<file path="config.mk">
export PLATFORM = sky130hd
export DESIGN_NAME = iafbg_top
export DESIGN_NICKNAME = d
export VERILOG_FILES = /design/src/logic/iafbg_pkg.sv /design/src/logic/iafbg_filt_if.sv /design/src/logic/iafbg_spike_filter.sv /design/src/logic/iafbg_top.sv
export SDC_FILE = /design/constraint.sdc
export NUM_CORES = 1
export LEC_CHECK = 0
export ABC_AREA = 1
export BUFFER_PORTS_ARGS = -buffer_cell sky130_fd_sc_hd__buf_2
export CORE_MARGIN = 4
export CORE_UTILIZATION = 53
export CTS_BUF_LIST = sky130_fd_sc_hd__clkbuf_16
export CTS_CLUSTER_SIZE = 16
export DETAILED_ROUTE_END_ITERATION = 6
export MAX_ROUTING_LAYER = met4
export PLACE_DENSITY = 0.92
export SLEW_MARGIN = 40
export SYNTH_ARGS = -nofsm -noshare
export SYNTH_HDL_FRONTEND = slang
export SYNTH_SLANG_ARGS = --single-unit
</file>
<file path="constraint.sdc">
create_clock -name clk -period 2.05 [get_ports clk]
set_input_delay 0.205 -clock clk [delete_from_list [all_inputs] [get_ports clk]]
set_output_delay 0.205 -clock clk [all_outputs]
set_load 0.05 [all_outputs]
</file>
<file path="src/logic/iafbg_pkg.sv">
// Package for the serial bus acknowledge, filter and baud block.
// Assumes a 32-bit AXI4-Lite register bus and one 125 MHz clock.
package iafbg_pkg;

    // Register indices; the byte address is four times the index
    localparam int unsigned IDX_W = 24;
    localparam logic [23:0] IDX_CTRL = 24'hFFE242;
    localparam logic [23:0] IDX_BHI = 24'hFFE243;
    localparam logic [23:0] IDX_BLO = 24'hFFE244;
    localparam logic [23:0] IDX_TXD = 24'hFFE246;
    localparam logic [23:0] IDX_STAT = 24'hFFE247;

    // Control register bit positions
    localparam int unsigned CTRL_EN = 7;
    localparam int unsigned CTRL_DSEL = 5;
    localparam int unsigned CTRL_TSEL = 4;
    localparam int unsigned CTRL_NACK = 2;
    localparam int unsigned CTRL_FLUSH = 1;
    localparam int unsigned CTRL_FILT = 0;

    // Status register bit positions
    localparam int unsigned STAT_TXE = 0;
    localparam int unsigned STAT_NACK = 1;

    // Reset values
    localparam logic [7:0] BAUD_BYTE_RESET = 8'hFF;
    localparam logic [15:0] BAUD_CNT_RESET = 16'hFFFF;
    localparam logic [15:0] BAUD_TERM = 16'h0001;
    localparam logic [7:0] TXD_RESET = 8'h00;
    localparam logic LINE_IDLE = 1'b1;

    // AXI responses
    localparam logic [1:0] RESP_OKAY = 2'h0;
    localparam logic [1:0] RESP_SLVERR = 2'h2;

    typedef enum logic [1:0] {
        IAFBG_CH_IDLE = 2'h1,
        IAFBG_CH_RESP = 2'h2
    } iafbg_ch_t;

endpackage : iafbg_pkg

</file>
<file path="src/logic/iafbg_filt_if.sv">
// Interface between the register block and the input spike filter.
// Assumes both ends run on the same clock.
`timescale 1ns/1ps
interface iafbg_filt_if;
    logic filt_en;
    logic sda_raw;
    logic scl_raw;
    logic sda_clean;
    logic scl_clean;

    modport ctrl (output filt_en, output sda_raw, output scl_raw, input sda_clean, input scl_clean);
    modport filt (input filt_en, input sda_raw, input scl_raw, output sda_clean, output scl_clean);
endinterface : iafbg_filt_if

</file>
<file path="src/logic/iafbg_spike_filter.sv">
// Spike filter for the serial data and clock inputs.
// Assumes raw inputs are already synchronous to clk.
`timescale 1ns/1ps
module iafbg_spike_filter (
    // Clock and reset
    input wire logic clk,
    input wire logic nrst,
    // Filter link
    iafbg_filt_if.filt fif
);

    logic [1:0] raw;
    logic [1:0] stage0_ff;
    logic [1:0] stage1_ff;
    logic [1:0] out_ff;

    assign raw = {fif.scl_raw, fif.sda_raw};

    always_ff @(posedge clk or negedge nrst)
    begin
        if (!nrst)
        begin
            stage0_ff <= {2{iafbg_pkg::LINE_IDLE}};
            stage1_ff <= {2{iafbg_pkg::LINE_IDLE}};
        end
        else
        begin
            stage0_ff <= raw;
            stage1_ff <= stage0_ff;
        end
    end

    // Two agreeing samples are needed, so a one-cycle pulse never passes while filt_en is set
    always_ff @(posedge clk or negedge nrst)
    begin
        if (!nrst)
        begin
            out_ff <= {2{iafbg_pkg::LINE_IDLE}};
        end
        else
        begin
            for (int i = 0; i < 2; i++)
            begin
                if (!fif.filt_en)
                begin
                    out_ff[i] <= raw[i];
                end
                else if (stage0_ff[i] == stage1_ff[i])
                begin
                    out_ff[i] <= stage1_ff[i];
                end
            end
        end
    end

    assign fif.sda_clean = out_ff[0];
    assign fif.scl_clean = out_ff[1];

endmodule : iafbg_spike_filter

</file>
<file path="src/logic/iafbg_top.sv">
// Acknowledge control, input filters and baud generator of the bus controller.
// Assumes the transaction engine reports nack_sent and tx_taken as pulses.
// Notes on behaviour
// - Send-nack makes next received byte not-acknowledged
// - Send-nack self-clears after nack or disable
// - Software cannot clear a set send-nack
// - Flush empties transmit data, sets empty flag
// - Flush bit always reads as zero
// - Filter enable filters both serial inputs
// - Filters suppress pulses under two clocks
// - Filters delay inputs three clock cycles
// - Reload value joins high and low bytes
// - Reload value used in slave and master
// - Bit rate is clock over four times reload
// - Zero reload counts as 65536
// - High byte register read-write, resets all ones
// - Low byte register read-write, resets all ones
// - Diagnostic read of high byte shows counter
// - Diagnostic read of low byte shows counter
// - Enable bit switches controller, cancels requests
// - Disabled with timer select, counter interrupts
`timescale 1ns/1ps
module iafbg_top (
    // Clock and reset
    input wire logic clk,
    input wire logic nrst,
    // AXI4-Lite write address and data
    input wire logic [31:0] s_axi_awaddr,
    input wire logic s_axi_awvalid,
    output logic s_axi_awready,
    input wire logic [31:0] s_axi_wdata,
    input wire logic [3:0] s_axi_wstrb,
    input wire logic s_axi_wvalid,
    output logic s_axi_wready,
    // AXI4-Lite write response
    output logic [1:0] s_axi_bresp,
    output logic s_axi_bvalid,
    input wire logic s_axi_bready,
    // AXI4-Lite read
    input wire logic [31:0] s_axi_araddr,
    input wire logic s_axi_arvalid,
    output logic s_axi_arready,
    output logic [31:0] s_axi_rdata,
    output logic [1:0] s_axi_rresp,
    output logic s_axi_rvalid,
    input wire logic s_axi_rready,
    // Serial bus inputs and their filtered copies
    input wire logic sda_in,
    input wire logic scl_in,
    output logic sda_filt,
    output logic scl_filt,
    // Transaction engine side
    input wire logic nack_sent,
    input wire logic tx_taken,
    output logic controller_enable_bit,
    output logic send_nack,
    output logic [7:0] tx_data,
    output logic transmit_data_empty_flag,
    output logic quarter_bit_tick,
    output logic baud_timer_irq
);

    function automatic logic hit(input logic [31:0] addr, input logic [23:0] idx);
        hit = (addr == {6'h00, idx, 2'h0});
    endfunction : hit

    function automatic logic mapped(input logic [31:0] addr);
        mapped = hit(addr, iafbg_pkg::IDX_CTRL) || hit(addr, iafbg_pkg::IDX_BHI)
            || hit(addr, iafbg_pkg::IDX_BLO) || hit(addr, iafbg_pkg::IDX_TXD)
            || hit(addr, iafbg_pkg::IDX_STAT);
    endfunction : mapped

    // Bus channel state
    iafbg_pkg::iafbg_ch_t wr_state_ff;
    iafbg_pkg::iafbg_ch_t rd_state_ff;
    logic aw_got_ff;
    logic w_got_ff;
    logic [31:0] awaddr_ff;
    logic [31:0] wdata_ff;
    logic [3:0] wstrb_ff;
    logic awready_ff;
    logic wready_ff;
    logic bvalid_ff;
    logic [1:0] bresp_ff;
    logic arready_ff;
    logic rvalid_ff;
    logic [31:0] rdata_ff;
    logic [1:0] rresp_ff;

    // Block state
    logic en_ff;
    logic dsel_ff;
    logic tsel_ff;
    logic filt_en_ff;
    logic nack_ff;
    logic [7:0] bhi_ff;
    logic [7:0] blo_ff;
    logic [15:0] cnt_ff;
    logic [7:0] txd_ff;
    logic txe_ff;
    logic tick_ff;
    logic irq_ff;

    // Decoded strobes
    logic wr_do;
    logic ctrl_wr;
    logic bhi_wr;
    logic blo_wr;
    logic txd_wr;
    logic flush;
    logic en_now;
    logic [15:0] reload;
    logic run;
    logic term;
    logic [7:0] rd_byte;

    iafbg_filt_if fif ();

    assign fif.filt_en = filt_en_ff;
    assign fif.sda_raw = sda_in;
    assign fif.scl_raw = scl_in;

    iafbg_spike_filter u_filter (
        .clk (clk),
        .nrst (nrst),
        .fif (fif)
    );

    // Write channel: address and data taken in either order
    assign wr_do = (wr_state_ff == iafbg_pkg::IAFBG_CH_IDLE) && aw_got_ff && w_got_ff;

    always_ff @(posedge clk or negedge nrst)
    begin
        if (!nrst)
        begin
            wr_state_ff <= iafbg_pkg::IAFBG_CH_IDLE;
            aw_got_ff <= 1'b0;
            w_got_ff <= 1'b0;
            awaddr_ff <= 32'h0000_0000;
            wdata_ff <= 32'h0000_0000;
            wstrb_ff <= 4'h0;
            awready_ff <= 1'b1;
            wready_ff <= 1'b1;
            bvalid_ff <= 1'b0;
            bresp_ff <= iafbg_pkg::RESP_OKAY;
        end
        else
        begin
            unique case (wr_state_ff)
                iafbg_pkg::IAFBG_CH_IDLE:
                begin
                    if (s_axi_awvalid && awready_ff)
                    begin
                        aw_got_ff <= 1'b1;
                        awaddr_ff <= s_axi_awaddr;
                        awready_ff <= 1'b0;
                    end
                    if (s_axi_wvalid && wready_ff)
                    begin
                        w_got_ff <= 1'b1;
                        wdata_ff <= s_axi_wdata;
                        wstrb_ff <= s_axi_wstrb;
                        wready_ff <= 1'b0;
                    end
                    if (wr_do)
                    begin
                        wr_state_ff <= iafbg_pkg::IAFBG_CH_RESP;
                        bvalid_ff <= 1'b1;
                        bresp_ff <= mapped(awaddr_ff) ? iafbg_pkg::RESP_OKAY : iafbg_pkg::RESP_SLVERR;
                    end
                end
                iafbg_pkg::IAFBG_CH_RESP:
                begin
                    if (s_axi_bready)
                    begin
                        wr_state_ff <= iafbg_pkg::IAFBG_CH_IDLE;
                        bvalid_ff <= 1'b0;
                        aw_got_ff <= 1'b0;
                        w_got_ff <= 1'b0;
                        awready_ff <= 1'b1;
                        wready_ff <= 1'b1;
                    end
                end
            endcase
        end
    end

    assign ctrl_wr = wr_do && wstrb_ff[0] && hit(awaddr_ff, iafbg_pkg::IDX_CTRL);
    assign bhi_wr = wr_do && wstrb_ff[0] && hit(awaddr_ff, iafbg_pkg::IDX_BHI);
    assign blo_wr = wr_do && wstrb_ff[0] && hit(awaddr_ff, iafbg_pkg::IDX_BLO);
    assign txd_wr = wr_do && wstrb_ff[0] && hit(awaddr_ff, iafbg_pkg::IDX_TXD);
    assign flush = ctrl_wr && wdata_ff[iafbg_pkg::CTRL_FLUSH];
    assign en_now = ctrl_wr ? wdata_ff[iafbg_pkg::CTRL_EN] : en_ff;

    // Control bits
    always_ff @(posedge clk or negedge nrst)
    begin
        if (!nrst)
        begin
            en_ff <= 1'b0;
            dsel_ff <= 1'b0;
            tsel_ff <= 1'b0;
            filt_en_ff <= 1'b0;
        end
        else if (ctrl_wr)
        begin
            en_ff <= wdata_ff[iafbg_pkg::CTRL_EN];
            dsel_ff <= wdata_ff[iafbg_pkg::CTRL_DSEL];
            tsel_ff <= wdata_ff[iafbg_pkg::CTRL_TSEL];
            filt_en_ff <= wdata_ff[iafbg_pkg::CTRL_FILT];
        end
    end

    // Software set wins over a nack completing in the same cycle
    always_ff @(posedge clk or negedge nrst)
    begin
        if (!nrst)
        begin
            nack_ff <= 1'b0;
        end
        else if (ctrl_wr && wdata_ff[iafbg_pkg::CTRL_NACK] && en_now)
        begin
            nack_ff <= 1'b1;
        end
        else if (nack_sent || !en_now)
        begin
            nack_ff <= 1'b0;
        end
    end

    // Transmit data register and its empty flag
    always_ff @(posedge clk or negedge nrst)
    begin
        if (!nrst)
        begin
            txd_ff <= iafbg_pkg::TXD_RESET;
        end
        else if (flush)
        begin
            txd_ff <= iafbg_pkg::TXD_RESET;
        end
        else if (txd_wr)
        begin
            txd_ff <= wdata_ff[7:0];
        end
    end

    always_ff @(posedge clk or negedge nrst)
    begin
        if (!nrst)
        begin
            txe_ff <= 1'b1;
        end
        else if (flush || tx_taken)
        begin
            txe_ff <= 1'b1;
        end
        else if (txd_wr)
        begin
            txe_ff <= 1'b0;
        end
    end

    // Baud reload bytes
    always_ff @(posedge clk or negedge nrst)
    begin
        if (!nrst)
        begin
            bhi_ff <= iafbg_pkg::BAUD_BYTE_RESET;
            blo_ff <= iafbg_pkg::BAUD_BYTE_RESET;
        end
        else
        begin
            if (bhi_wr)
            begin
                bhi_ff <= wdata_ff[7:0];
            end
            if (blo_wr)
            begin
                blo_ff <= wdata_ff[7:0];
            end
        end
    end

    // One reload feeds master and slave timing alike
    assign reload = {bhi_ff, blo_ff};
    assign run = en_ff || tsel_ff;
    assign term = (cnt_ff == iafbg_pkg::BAUD_TERM);

    // Zero reload wraps through FFFF down to one, giving 65536 counts
    always_ff @(posedge clk or negedge nrst)
    begin
        if (!nrst)
        begin
            cnt_ff <= iafbg_pkg::BAUD_CNT_RESET;
        end
        else if (!run || term)
        begin
            cnt_ff <= reload;
        end
        else
        begin
            cnt_ff <= cnt_ff - 16'h0001;
        end
    end

    // Tick marks a quarter bit; the engine builds bit times from four of them
    always_ff @(posedge clk or negedge nrst)
    begin
        if (!nrst)
        begin
            tick_ff <= 1'b0;
            irq_ff <= 1'b0;
        end
        else
        begin
            tick_ff <= en_ff && term;
            irq_ff <= !en_ff && tsel_ff && term;
        end
    end

    // Read data selection
    always_comb
    begin
        rd_byte = 8'h00;
        if (hit(s_axi_araddr, iafbg_pkg::IDX_CTRL))
        begin
            rd_byte[iafbg_pkg::CTRL_EN] = en_ff;
            rd_byte[iafbg_pkg::CTRL_DSEL] = dsel_ff;
            rd_byte[iafbg_pkg::CTRL_TSEL] = tsel_ff;
            rd_byte[iafbg_pkg::CTRL_NACK] = nack_ff;
            rd_byte[iafbg_pkg::CTRL_FLUSH] = 1'b0;
            rd_byte[iafbg_pkg::CTRL_FILT] = filt_en_ff;
        end
        else if (hit(s_axi_araddr, iafbg_pkg::IDX_BHI))
        begin
            rd_byte = dsel_ff ? cnt_ff[15:8] : bhi_ff;
        end
        else if (hit(s_axi_araddr, iafbg_pkg::IDX_BLO))
        begin
            rd_byte = dsel_ff ? cnt_ff[7:0] : blo_ff;
        end
        else if (hit(s_axi_araddr, iafbg_pkg::IDX_TXD))
        begin
            rd_byte = txd_ff;
        end
        else if (hit(s_axi_araddr, iafbg_pkg::IDX_STAT))
        begin
            rd_byte[iafbg_pkg::STAT_TXE] = txe_ff;
            rd_byte[iafbg_pkg::STAT_NACK] = nack_ff;
        end
    end

    // Read channel: one read at a time, answer one cycle after the address
    always_ff @(posedge clk or negedge nrst)
    begin
        if (!nrst)
        begin
            rd_state_ff <= iafbg_pkg::IAFBG_CH_IDLE;
            arready_ff <= 1'b1;
            rvalid_ff <= 1'b0;
            rdata_ff <= 32'h0000_0000;
            rresp_ff <= iafbg_pkg::RESP_OKAY;
        end
        else
        begin
            unique case (rd_state_ff)
                iafbg_pkg::IAFBG_CH_IDLE:
                begin
                    if (s_axi_arvalid)
                    begin
                        rd_state_ff <= iafbg_pkg::IAFBG_CH_RESP;
                        arready_ff <= 1'b0;
                        rvalid_ff <= 1'b1;
                        rdata_ff <= {24'h00_0000, rd_byte};
                        rresp_ff <= mapped(s_axi_araddr) ? iafbg_pkg::RESP_OKAY : iafbg_pkg::RESP_SLVERR;
                    end
                end
                iafbg_pkg::IAFBG_CH_RESP:
                begin
                    if (s_axi_rready)
                    begin
                        rd_state_ff <= iafbg_pkg::IAFBG_CH_IDLE;
                        arready_ff <= 1'b1;
                        rvalid_ff <= 1'b0;
                    end
                end
            endcase
        end
    end

    // Outputs
    assign s_axi_awready = awready_ff;
    assign s_axi_wready = wready_ff;
    assign s_axi_bvalid = bvalid_ff;
    assign s_axi_bresp = bresp_ff;
    assign s_axi_arready = arready_ff;
    assign s_axi_rvalid = rvalid_ff;
    assign s_axi_rdata = rdata_ff;
    assign s_axi_rresp = rresp_ff;
    assign sda_filt = fif.sda_clean;
    assign scl_filt = fif.scl_clean;
    assign controller_enable_bit = en_ff;
    assign send_nack = nack_ff;
    assign tx_data = txd_ff;
    assign transmit_data_empty_flag = txe_ff;
    assign quarter_bit_tick = tick_ff;
    assign baud_timer_irq = irq_ff;

endmodule : iafbg_top

</file>
Word-level counts from Yosys, hierarchy flattened

Index checks and enable logic that the tools add are counted.

Output and inout bits: 56
Input bits: 111
Flip-flop bits (word level): 118
Word-level logic and storage cells: 148

Reduce and logical (&&, ||, !) cells: 41
Multiplexer cells: 50
Add/sub/neg operators: 1
Eq/ne operators: 25

Operators with widths:

| operator                                              | count |
|---|---|
| == test 32 x 26 -> 1 bit, second input constant       | 10 |
| 2-to-1 mux 8 bit                                      | 6 |
| 2-to-1 mux 1 bit                                      | 23 |
| 2-to-1 mux 2 bit                                      | 9 |
| == test 16 x 1 -> 1 bit, second input constant        | 1 |
| 2-to-1 mux 16 bit                                     | 1 |
| AND reduction 2 bit                                   | 8 |
| subtractor 16 x 1 -> 16 bit, second input constant    | 1 |
| logical AND 1 bit                                     | 15 |
| case mux 1 bit (2 select lines)                       | 7 |
| logical OR 1 bit                                      | 12 |
| inequality test 2 x 1 -> 1 bit, second input constant | 4 |
| inequality test 2 bit, second input constant          | 4 |
| case mux 2 bit (2 select lines)                       | 2 |
| 2-to-1 mux 6 bit                                      | 1 |
| nonzero test 2 bit                                    | 3 |
| == test 2 x 1 -> 1 bit, second input constant         | 2 |
| == test 2 bit, second input constant                  | 2 |
| logical NOT 1 bit                                     | 3 |
| 2-to-1 mux 3 bit                                      | 1 |
| == test 1 bit                                         | 2 |

Depth between registers and ports, before layout

Gate-level depths: netlist of run 1.

Word-level depth: 10
Mapped depth: 12
Gate-level depth less buffers: 11

By module

Synthesis of run 1 repeated with hierarchy kept, for this count alone.

Cell total of the unflattened synthesis: 703
Area, all modules: 5916.9 µm²

Modules (own cells, without submodules):

| module             | times used | seq. area each (µm²) | area each (µm²) | cells an instance |
|---|---|---|---|---|
| iafbg_top          | 1          | 2723.9               | 5695.5          | 680 |
| iafbg_spike_filter | 1          | 157.7                | 221.5           | 23 |

Worst setup path after synthesis of run 1

OpenSTA, ideal clock, no wires.

Kind: reg-to-reg
From: register wr_state_ff[1]
To: register txd_ff[0], in the netlist tx_data[0]
Cell stages (with the launch flop): 8
Path buffers: 1
Arrival: 1.556 ns
Path slack: 0.374 ns
Cell sequence: dfrtp_1 -> nor2_4 -> nand3_4 -> nor2_8 -> nand4_4 -> buf_6 -> nand3_1 -> nand2_1

Longest elaborated chain between the ends: 7
Elaborated cells between the ends (all ways): 9

RTL lines:

| element                                                | line                               | source |
|---|---|---|
| start, declared                                        | iafbg_top.sv:74                    | `iafbg_pkg::iafbg_ch_t wr_state_ff;` |
| start signal, assigned                                 | iafbg_top.sv:136                   | `wr_state_ff <= iafbg_pkg::IAFBG_CH_IDLE;` |
| start signal, assigned                                 | iafbg_top.sv:167                   | `wr_state_ff <= iafbg_pkg::IAFBG_CH_RESP;` |
| start signal, assigned                                 | iafbg_top.sv:176                   | `wr_state_ff <= iafbg_pkg::IAFBG_CH_IDLE;` |
| == test 2 x 1 -> 1 bit (*)                             | iafbg_top.sv:130                   | `assign wr_do = (wr_state_ff == iafbg_pkg::IAFBG_CH_IDLE) && aw_got_ff && w_got_ff;` |
| logical AND 1 bit (*) (2 in series)                    | iafbg_top.sv:130                   |  |
| logical AND 1 bit (*)                                  | iafbg_top.sv:188, iafbg_top.sv:191 |  |
| logical AND 1 bit                                      | iafbg_top.sv:188                   | `assign ctrl_wr = wr_do && wstrb_ff[0] && hit(awaddr_ff, iafbg_pkg::IDX_CTRL);` |
| logical AND 1 bit                                      | iafbg_top.sv:192                   | `assign flush = ctrl_wr && wdata_ff[iafbg_pkg::CTRL_FLUSH];` |
| 2-to-1 mux 8 bit or nonzero test 2 bit (tied branches) | n/a                                |  |
| end signal, assigned                                   | iafbg_top.sv:236                   | `txd_ff <= iafbg_pkg::TXD_RESET;` |
| end signal, assigned                                   | iafbg_top.sv:240                   | `txd_ff <= iafbg_pkg::TXD_RESET;` |
| end signal, assigned                                   | iafbg_top.sv:244                   | `txd_ff <= wdata_ff[7:0];` |
| end, declared                                          | iafbg_top.sv:99                    | `logic [7:0] txd_ff;` |

Mark *: on every way between the ends. The rest lies on a longest branch, timed or not.
A chain may end at the register's enable or synchronous reset.

Worst setup path after layout of run 1

From: register awaddr_ff[27]
To: register txd_ff[7], in the netlist tx_data[7]

Longest elaborated chain between the ends: 4
Elaborated cells between the ends (all ways): 7

RTL lines:

| element                                                | line             | source |
|---|---|---|
| start, declared                                        | iafbg_top.sv:78  | `logic [31:0] awaddr_ff;` |
| start signal, assigned                                 | iafbg_top.sv:155 | `awaddr_ff <= s_axi_awaddr;` |
| == test 32 x 26 -> 1 bit                               | iafbg_top.sv:64  | `hit = (addr == {6'h00, idx, 2'h0});` |
| logical AND 1 bit                                      | iafbg_top.sv:188 |  |
| logical AND 1 bit                                      | iafbg_top.sv:192 |  |
| 2-to-1 mux 8 bit or nonzero test 2 bit (tied branches) | n/a              |  |

Several ways; a longest one is shown, not always the timed one.

==> results of run 1 <==
critical path: cells and delay by family, from the launching register on:
kind / cells / cell delay (ns)
and+or+nand+nor: 7 / 1.29
DFF: 1 / 0.40
cell usage after synthesis, types with 7 or more instances:
library cell	n	area share, %
a21oi_1	33	2.8
buf_4	28	3.6
dfrtp_1	70	30
dfstp_2	43	19
inv_1	71	4.5
mux2_2	20	3.8
nand2_1	169	11
nand3_1	42	3.6
nand4_1	7	0.74
nor2_1	82	5.2
o21ai_0	32	2.7
o21ai_2	18	2.7
worst max-delay path by stage:
stage	start	end
2_1_floorplan	wr_state_ff[1]	tx_data[0]
3_3_place_gp	awaddr_ff[31]	blo_ff[4]
3_5_place_dp	awaddr_ff[31]	blo_ff[5]
4_1_cts	awaddr_ff[27]	blo_ff[1]
5_1_grt	awaddr_ff[26]	tx_data[7]
6_report	awaddr_ff[27]	tx_data[7]
routing by layer:
layer  track usage [%]  routed length [µm]  vias to the layer above
met3              6.74                1360                       25
met1              27.8                5570                     2319
met5                 -                   0                        -
met4              9.78                 276                        0
met2              38.0                6840                      220
li1                  -                   -                     2417
logic make-up after synthesis:
group	count (synthesis)
compound gates	89
xor+xnor	11
fa+ha+maj	2
buf+inv	118
flops	113
mux	26
other cells	1
simple gates	332
timing repair:
item                                   CTS  global route
setup endpoints to repair                0             8
resized for setup                        0             1
endpoints found under the hold margin   21             0
hold buffers                             3             0
area by class of cell:
cell class	count	area, µm²
flip-flops and latches	113	2880
clock inverters	15	176
inverters	77	289
clock buffers	17	425
repair buffers	124	671
well taps	140	175
fillers	829	3720
multi-input cells	486	2550
registers in the layout, summed over array words and instances, names as in the netlist, 2 cells and up:
| register | flops |
|---|---|
| awaddr_ff | 32 |
| cnt_ff | 16 |
| wdata_ff | 8 |
| wr_state_ff | 2 |
| u_filter.stage1_ff | 2 |
| s_axi_rdata | 8 |
| tx_data | 8 |
| u_filter.out_ff | 2 |
| rd_state_ff | 2 |
| blo_ff | 8 |
| u_filter.stage0_ff | 2 |
| bhi_ff | 8 |
per-stage QoR:
stage               cell area (µm²)  power (W)
global placement               6530    0.00463
detailed placement             6530    0.00473
global route                   7170    0.00807
CTS                            7160    0.00772
finish                         7170    0.00768
floorplan                      6000    0.00430
layout by cell type, fill, tap and decap left out, types with 2 or more instances in the layout:
cell type      instances
nand4_1                7
inv_6                  3
o21ai_0               32
mux2_2                20
dlygate4sd3_1          3
ha_1                   2
nor3_1                 4
clkbuf_16             17
nor2_2                 3
bufinv_16              2
clkinvlp_4             4
nand3_1               42
inv_8                  3
o211ai_1               4
dfrtp_1               70
nor2_1                82
nand2_1              169
inv_1                 71
nand3_2                2
buf_4                  8
o21ai_2               18
a21oi_1               33
xor2_1                 5
inv_2                  6
conb_1                26
xnor2_1                6
clkinv_4               3
and2_1                 3
mux2i_1                6
dfstp_2               43
nand3_4                4
nor3_2                 4
nand2_2                3
buf_2                112
nor2_4                 2
power by group through the flow:
stage	combinational, W	clock (W)	sequential [W]
after floorplan	0.000991	0	0.00331
after global placement	0.00156	0	0.00307
after detailed placement	0.00162	0	0.00311
after CTS	0.00165	0.00299	0.00308
after global routing	0.00181	0.00312	0.00314
final	0.00164	0.00296	0.00309
==> flow_summary.yaml, run 1 <==
outcome:
  status: "completed"
yosys:
  synth-xor-area-share_pct: 1.63
  syn_area_mm2: 0.00590
  ys_ff_latch: 113
  ys.flop_type: "dfrtp_1"
  synthAdderAreaFrac_pct: 0.424
  synth_simple_gate_area_share_pct: 25.6
  synth-edff-count: 0
  synthMuxAreaShare_pct: 4.83
  synth_top_family_by_area: "simple AND/OR/NAND/NOR gates"
  synth_compound_area_share_pct: 8.92
  async_reset_ff_share_pct: 100
  syn-instance-count: 692
  yosysWarningCount: 0
  post_synth_num_cell_types: 39
  avgSynthCellArea_um2: 8.53
  seq_area_frac_synth_pct: 48.8
power:
  power.density_mw_per_mm2: 1070
  p_leak_nw: 3.56
  seqPwrFrac_pct: 40.2
  sw_frac_of_total_pct: 33.5
  p_clk_share_pct: 38.5
  p_switching_w: 0.00257
  vdd_drop_max_v: 0.00115
  pwr-share-comb_pct: 21.4
  internal_power_w: 0.00511
global_routing:
  grt_pass1_vias: 4885
  antenna_found_initial: 0
  grt_usage_pct: 23.5
  grt_max_degree: 45
  grt_overflow: 0
  grt_pass1_wl_um: 23300
timing:
  fin_hold_ws_ns: 0.0206
  finClkSkew_ns: 0.00659
  fmax_mhz: 552
  period_share_pct: 88.4
  finalHoldViolations: 0
  setup_tns_ns: 0
  tightestPinTransition_ns: 0.641
  slew_violations: 0
  setup_slack_ns: 0.238
  finalSetupViolCount: 0
  fin_crit_ns: 1.81
  rsz0062_at_grt: "false"
  relSlewSlack_pct: 57.1
cts:
  cts_buffers: 17
  cts_setup_buffers: 0
  clockRootBuffer: "clkbuf_16"
  insertion_delay_ns: 0.41
  h-tree-depth: 4
  path_clk_slew_ns: 0.06
  cts_tree: "done"
  cts.sinks: 113
  max-clock-path-buffers: 2
route:
  ant_nets: 0
  drt_iter0_markers: 368
  totalWireLength_um: 14000
  viasPerCell: 5.12
  post_drt_wl_per_cell_um: 14.4
  route.detailed.drc: 0
  dr.pass1.iters: 5
  vias: 4981
floorplanning:
  rows: 38
  dieArea_mm2: 0.0129
  fp.coreArea_mm2: 0.0109
  die_h_um: 114
  dieWidth_um: 114
  start_util_pct: 54.2
  io_pins: 167
hold_path:
  worstHoldEndpoint: "awaddr_ff[30]"
  hold_path.class: "in -> reg"
  min_path_cells: 2
  min_from: "s_axi_awaddr[30]"
finish:
  nets: 932
  drive_gt1_share_pct: 31.6
  fin_util_pct: 65.8
  area_delta_synth_final_pct: 21.4
  stdcell_count: 972
  antenna_cells: 0
worst_setup_path:
  crit_slowest_cell: "and2_1"
  worstPathRequired_ns: 2.34
  rr_startpoint: "awaddr_ff[27]"
  r2r_cells: 7
  crit_fanout: 16
  slowest_delay_ns: 0.45
  r2r_slack_ns: 0.24
  worstPathArrival_ns: 2.11
  reg2reg_to: "tx_data[7]"
  start_kind: "flip-flop"
  critical_path_class: "reg -> reg"
  end_kind: "flip-flop"
  worstPathCellList: "nor2_1 > nand3_1 > nor2_1 > and2_1 > nand4_4 > nand3_1 > nand2_1"
placed_design:
  place_hpwl_um: 10100
  dp_slack_ns: 0.178
  numPortBuffers: 113
  dp.cells: 937
  place.gp.congestion: 0.952
run:
  maxCapViolCount: 0
(Power assumes the default switching activity.)
==> run 2: changes to the inputs <==
CORE_UTILIZATION = 57   (was 53)
MAX_ROUTING_LAYER = default   (was met4)
PLACE_DENSITY = 0.95   (was 0.92)
clock period = 2.2 ns   (was 2.05 ns; I/O delays follow)
==> run 2 against run 1 <==
Die area is 6.5% lower. Fmax decreased by 3.7%. Cell count shrank 0.72%. Count of clock-buffer cells in the layout unchanged. Worst hold slack improved by 0.016 ns.
==> flow_summary.yaml, run 2 (same netlist as run 1, synthesis figures left out) <==
finish:
  nFillCells: 719
  antenna_cells: 0
  area_delta_synth_final_pct: 20.8
  final_common_cell: "nand2_1"
  fin_area_mm2: 0.00713
  reg_top3: "awaddr_ff (32), cnt_ff (16)"
  layout_common_cells: "nand2_1 (169), buf_2 (112), nor2_1 (82)"
  largest_reg_flops: 32
  largest-register: "awaddr_ff"
  drive_gt1_share_pct: 31.6
  nets: 932
cts:
  max-clock-path-buffers: 2
  insertion_delay_ns: 0.41
  cts_resized: 0
  cts_tree: "done"
  path_clk_slew_ns: 0.06
  h-tree-depth: 4
  cts_buffers: 17
  cts.sinks: 113
  cts_setup_buffers: 0
  clockRootBuffer: "clkbuf_16"
hold_path:
  hold_path.class: "in -> reg"
timing:
  setup_tns_ns: 0
  fin_crit_ns: 1.88
  finalHoldViolations: 0
  fin_hold_ws_ns: 0.0362
  slew_violations: 0
  relSlewSlack_pct: 58.3
  fmax_mhz: 531
  finalSetupViolCount: 0
  finClkSkew_ns: 0.00723
  tightestPinTransition_ns: 0.624
  setup_slack_ns: 0.319
  rsz0062_at_grt: "false"
  period_share_pct: 85.5
placed_design:
  dp_slack_ns: 0.371
  numPortBuffers: 113
  place.gp.congestion: 0.952
  place_hpwl_um: 10400
  placed_cell_area_mm2: 0.00652
power:
  power.density_mw_per_mm2: 999
  power.total_w: 0.00712
  p_leak_nw: 3.55
  vdd_drop_max_v: 0.00108
global_routing:
  grt_pass1_vias: 5047
  grt_pass1_wl_um: 23500
  antenna_found_initial: 0
  grt_overflow: 0
  grt_usage_pct: 25.4
  grt_max_degree: 46
worst_setup_path:
  worstPathArrival_ns: 2.21
  r2r_slack_ns: 0.32
  r2r_cells: 7
  reg2reg_to: "blo_ff[7]"
  rr_startpoint: "wr_state_ff[0]"
  crit_fanout: 16
  slowest_delay_ns: 0.52
  critical_path_class: "reg -> reg"
  crit_end: "blo_ff[7]"
  worstPathCellList: "inv_2 > nor2_4 > nand3_4 > nor2_8 > nand3_2 > nand2_1 > o21ai_2"
  end_kind: "flip-flop"
  crit_slowest_cell: "dfstp_2"
  worstPathRequired_ns: 2.53
  cp-startpoint: "wr_state_ff[0]"
  start_kind: "flip-flop"
run:
  maxCapViolCount: 0
route:
  dr.pass1.iters: 5
  drt_iter0_markers: 262
  totalWireLength_um: 14400
  post_drt_wl_per_cell_um: 14.9
  route.detailed.drc: 0
  viasPerCell: 5.23
  ant_nets: 0
  vias: 5044
floorplanning:
  io_pins: 167
  fp.coreArea_mm2: 0.00991
  start_util_pct: 59.6
  dieArea_mm2: 0.0121
  rows: 36
  dieWidth_um: 110
  die_h_um: 110
outcome:
  status: "completed"
[run 2: cell count changes in the layout (fill, tap and decap cells not counted), sizes merged]
| cell | previous run | this run |
|---|---|---|
| inv | 83 | 80 |
| clkinvlp | 4 | 3 |
| clkinv | 3 | 7 |
[run 2: power breakdown]
part | switching, W | internal, W | leakage, nW
Sequential | 0.000320 | 0.00257 | 1.30
Clock | 0.00102 | 0.00167 | 0.280
Combinational | 0.00105 | 0.000485 | 1.98
[run 2: routing by layer]
layer	vias to the layer above	wire, µm	GRT usage (%)
met2	226	6990	43.0
li1	2422	-	-
met3	32	1360	7.75
met4	0	281	8.90
met1	2364	5760	30.7
met5	-	0	0
[run 2: stage by stage]
stage	cells	util, %
finish	965	72.0
global route	965	72.0
CTS	965	72.0
detailed placement	930	65.8
global placement	930	65.8
floorplan	717	-
[run 2: cell type report]
class	instances	area (µm²)	area share, %
Timing Repair Buffer	124	671	9.40
Clock buffer	17	425	5.96
Tap cell	133	166	2.33
Sequential cell	113	2880	40.4
Multi-Input combinational cell	486	2540	35.6
Inverter	77	289	4.05
Clock inverter	15	159	2.23
[run 2: worst min-delay path by stage]
stage,start,to,slack [ns],depth (start not counted)
finish,s_axi_awaddr[30],awaddr_ff[30],0.04,2
global route,s_axi_awaddr[19],awaddr_ff[19],0.03,2
CTS,s_axi_awaddr[30],awaddr_ff[30],0.03,2
detailed placement,nrst,s_axi_rdata[3],0.26,1
global placement,nrst,s_axi_rdata[3],0.25,1
floorplan,nrst,aw_got_ff,-0.08,0
[run 2: worst max-delay path: cells and delay by family (launching register included)]
family	cells	cell delay (ns)
flops	1	0.52
buf+inv	1	0.04
simple gates	5	1.15
compound gates	1	0.07
[run 2: repair_timing]
item | 4_1_cts | 5_1_grt
setup endpoints to repair | 0 | 0
hold endpoints to repair | 19 | 0
hold buffers | 3 | 0
==> run 3: changes to the inputs <==
CORE_UTILIZATION = 40   (was 57)
PLACE_DENSITY = 0.75   (was 0.95)
==> run 3 against run 2 <==
Flip-flop and latch count unchanged. Final area is 1.4% higher. First-iteration DRC count is 15% lower. Power rose by 0.71%. Fmax grew 3.1%. Register-to-register slack better by 0.06 ns. Die area grew 39%. Clock skew up 0.0013 ns. Critical path depth rose by 1. Cell count up 5.3%. Wire length fell by 6.2%. Global-route usage decreased by 8.5 points.
==> flow_summary.yaml, run 3 (same netlist as run 1, synthesis figures left out) <==
finish:
  regArea_mm2: 0.00288
  nFillCells: 1383
  largest-register: "awaddr_ff"
  area_delta_synth_final_pct: 22.4
  nets: 932
  reg_top3: "awaddr_ff (32), cnt_ff (16)"
  final_common_cell: "nand2_1"
  layout_common_cells: "nand2_1 (169), buf_2 (112), nor2_1 (82)"
  multiInputGateArea_mm2: 0.00254
  drive_gt1_share_pct: 31.0
  largest_reg_flops: 32
  antenna_cells: 0
  fin_util_pct: 49.9
cts:
  insertion_delay_ns: 0.42
  cts_resized: 0
  cts_tree: "done"
  cts.sinks: 113
  path_clk_slew_ns: 0.06
  h-tree-depth: 4
  cts_buffers: 17
  clockRootBuffer: "clkbuf_16"
  max-clock-path-buffers: 2
timing:
  setup_tns_ns: 0
  rsz0062_at_grt: "false"
  finClkSkew_ns: 0.00854
  tightestPinTransition_ns: 0.597
  period_share_pct: 82.9
  fin_hold_ws_ns: 0.0321
  finalHoldViolations: 0
  fmax_mhz: 548
  fin_crit_ns: 1.82
  slew_violations: 0
  relSlewSlack_pct: 60.2
  finalSetupViolCount: 0
route:
  totalWireLength_um: 13500
  route.detailed.drc: 0
  dr_wl_met2_um: 6270
  post_drt_wl_per_cell_um: 13.3
  ant_nets: 0
  drt_iter0_markers: 222
  top_layer_used: "met5"
  wl_met3_um: 1210
  vias: 4820
  m1WireLength_um: 5770
  dr.pass1.iters: 5
  viasPerCell: 4.74
outcome:
  status: "completed"
floorplanning:
  die_h_um: 129
  rows: 44
  io_pins: 167
  start_util_pct: 40.8
  dieWidth_um: 129
  dieArea_mm2: 0.0168
  fp.coreArea_mm2: 0.0145
global_routing:
  antenna_found_initial: 2
  grt_pass1_vias: 4598
  grt_usage_pct: 16.9
  grt_overflow: 0
  grt_max_degree: 114
  grt_pass1_wl_um: 22200
worst_setup_path:
  cp-startpoint: "cnt_ff[0]"
  reg2reg_to: "cnt_ff[13]"
  crit_fanout: 14
  r2r_cells: 8
  rr_startpoint: "cnt_ff[0]"
  end_kind: "flip-flop"
  start_kind: "flip-flop"
  r2r_slack_ns: 0.38
  worstPathArrival_ns: 2.15
  slowest_delay_ns: 0.54
  crit_end: "cnt_ff[13]"
  worstPathCellList: "ha_1 > nand3_1 > nor2_1 > nand3_1 > o21ai_2 > buf_4 > nor2_1 > a22oi_1"
  worstPathRequired_ns: 2.53
  critical_path_class: "reg -> reg"
  crit_slowest_cell: "dfstp_2"
power:
  p_leak_nw: 3.58
  vdd_drop_max_v: 0.000775
  power.density_mw_per_mm2: 993
placed_design:
  place_hpwl_um: 9990
  place.gp.congestion: 0.927
  numPortBuffers: 113
run:
  maxCapViolCount: 0
hold_path:
  min_path_cells: 2
  hold_path.class: "in -> reg"
==> run 3: cell count changes in the layout (fill, tap and decap cells not counted), sizes merged <==
cell	change
clkinvlp	-3
clkbuf	+2
bufinv	+1
clkinv	+1
inv	-1
==> run 3: stage by stage <==
step                      setup slack, ns  cell area [µm²]  total power (W)  std cells
after global placement              0.429             6580          0.00433        981
after floorplan                     0.524             6000          0.00401        717
after global routing                0.155             7230          0.00756       1016
final                               0.376             7230          0.00717       1016
after detailed placement            0.375             6580          0.00439        981
after CTS                           0.349             7230          0.00724       1016
==> run 3: cell type report <==
type                       count  share of cell area [%]
clock buffer                  19                    6.58
clock inverter                13                    1.96
inverter                      77                    4.00
multi-input combinational    486                    35.1
sequential                   113                    39.9
tap                          184                    3.19
timing repair buffer         124                    9.28
==> run 3: power by group <==
part           leakage, nW  internal (W)  switching, W  total [W]
combinational         1.98      0.000484       0.00100    0.00149
clock                0.312       0.00189      0.000939    0.00283
sequential            1.30       0.00257      0.000285    0.00286
==> run 3: how the worst min path moves through the flow <==
stage / startpoint / to / slack (ns)
finish: s_axi_awaddr[23] / awaddr_ff[23] / 0.03
CTS: s_axi_awaddr[23] / awaddr_ff[23] / 0.02
detailed placement: scl_in / u_filter.stage0_ff[1] / 0.34
global route: s_axi_awaddr[20] / awaddr_ff[20] / 0.02
floorplan: nrst / aw_got_ff / -0.08
global placement: scl_in / u_filter.stage0_ff[1] / 0.34
==> run 3: critical path: cells and delay by family, from the launching register on <==
kind | cells | cell delay [ns]
AO/OA/AOI/OAI | 2 | 0.38
adder cells (fa/ha/maj) | 1 | 0.14
buffers and inverters | 1 | 0.28
flip-flops | 1 | 0.54
AND/OR/NAND/NOR | 4 | 0.40
==> run 3: timing repair <==
action	in CTS	in global routing
setup endpoints to repair	0	0
setup buffers	0	0
hold buffers	3	0
hold endpoints to repair	72	0
==> run 3: layer usage <==
layer / vias to the layer above / GRT usage [%]
met3: 23 / 5.85
met2: 157 / 27.0
li1: 2424 / -
met1: 2212 / 21.4
met5: - / 0
met4: 4 / 5.87
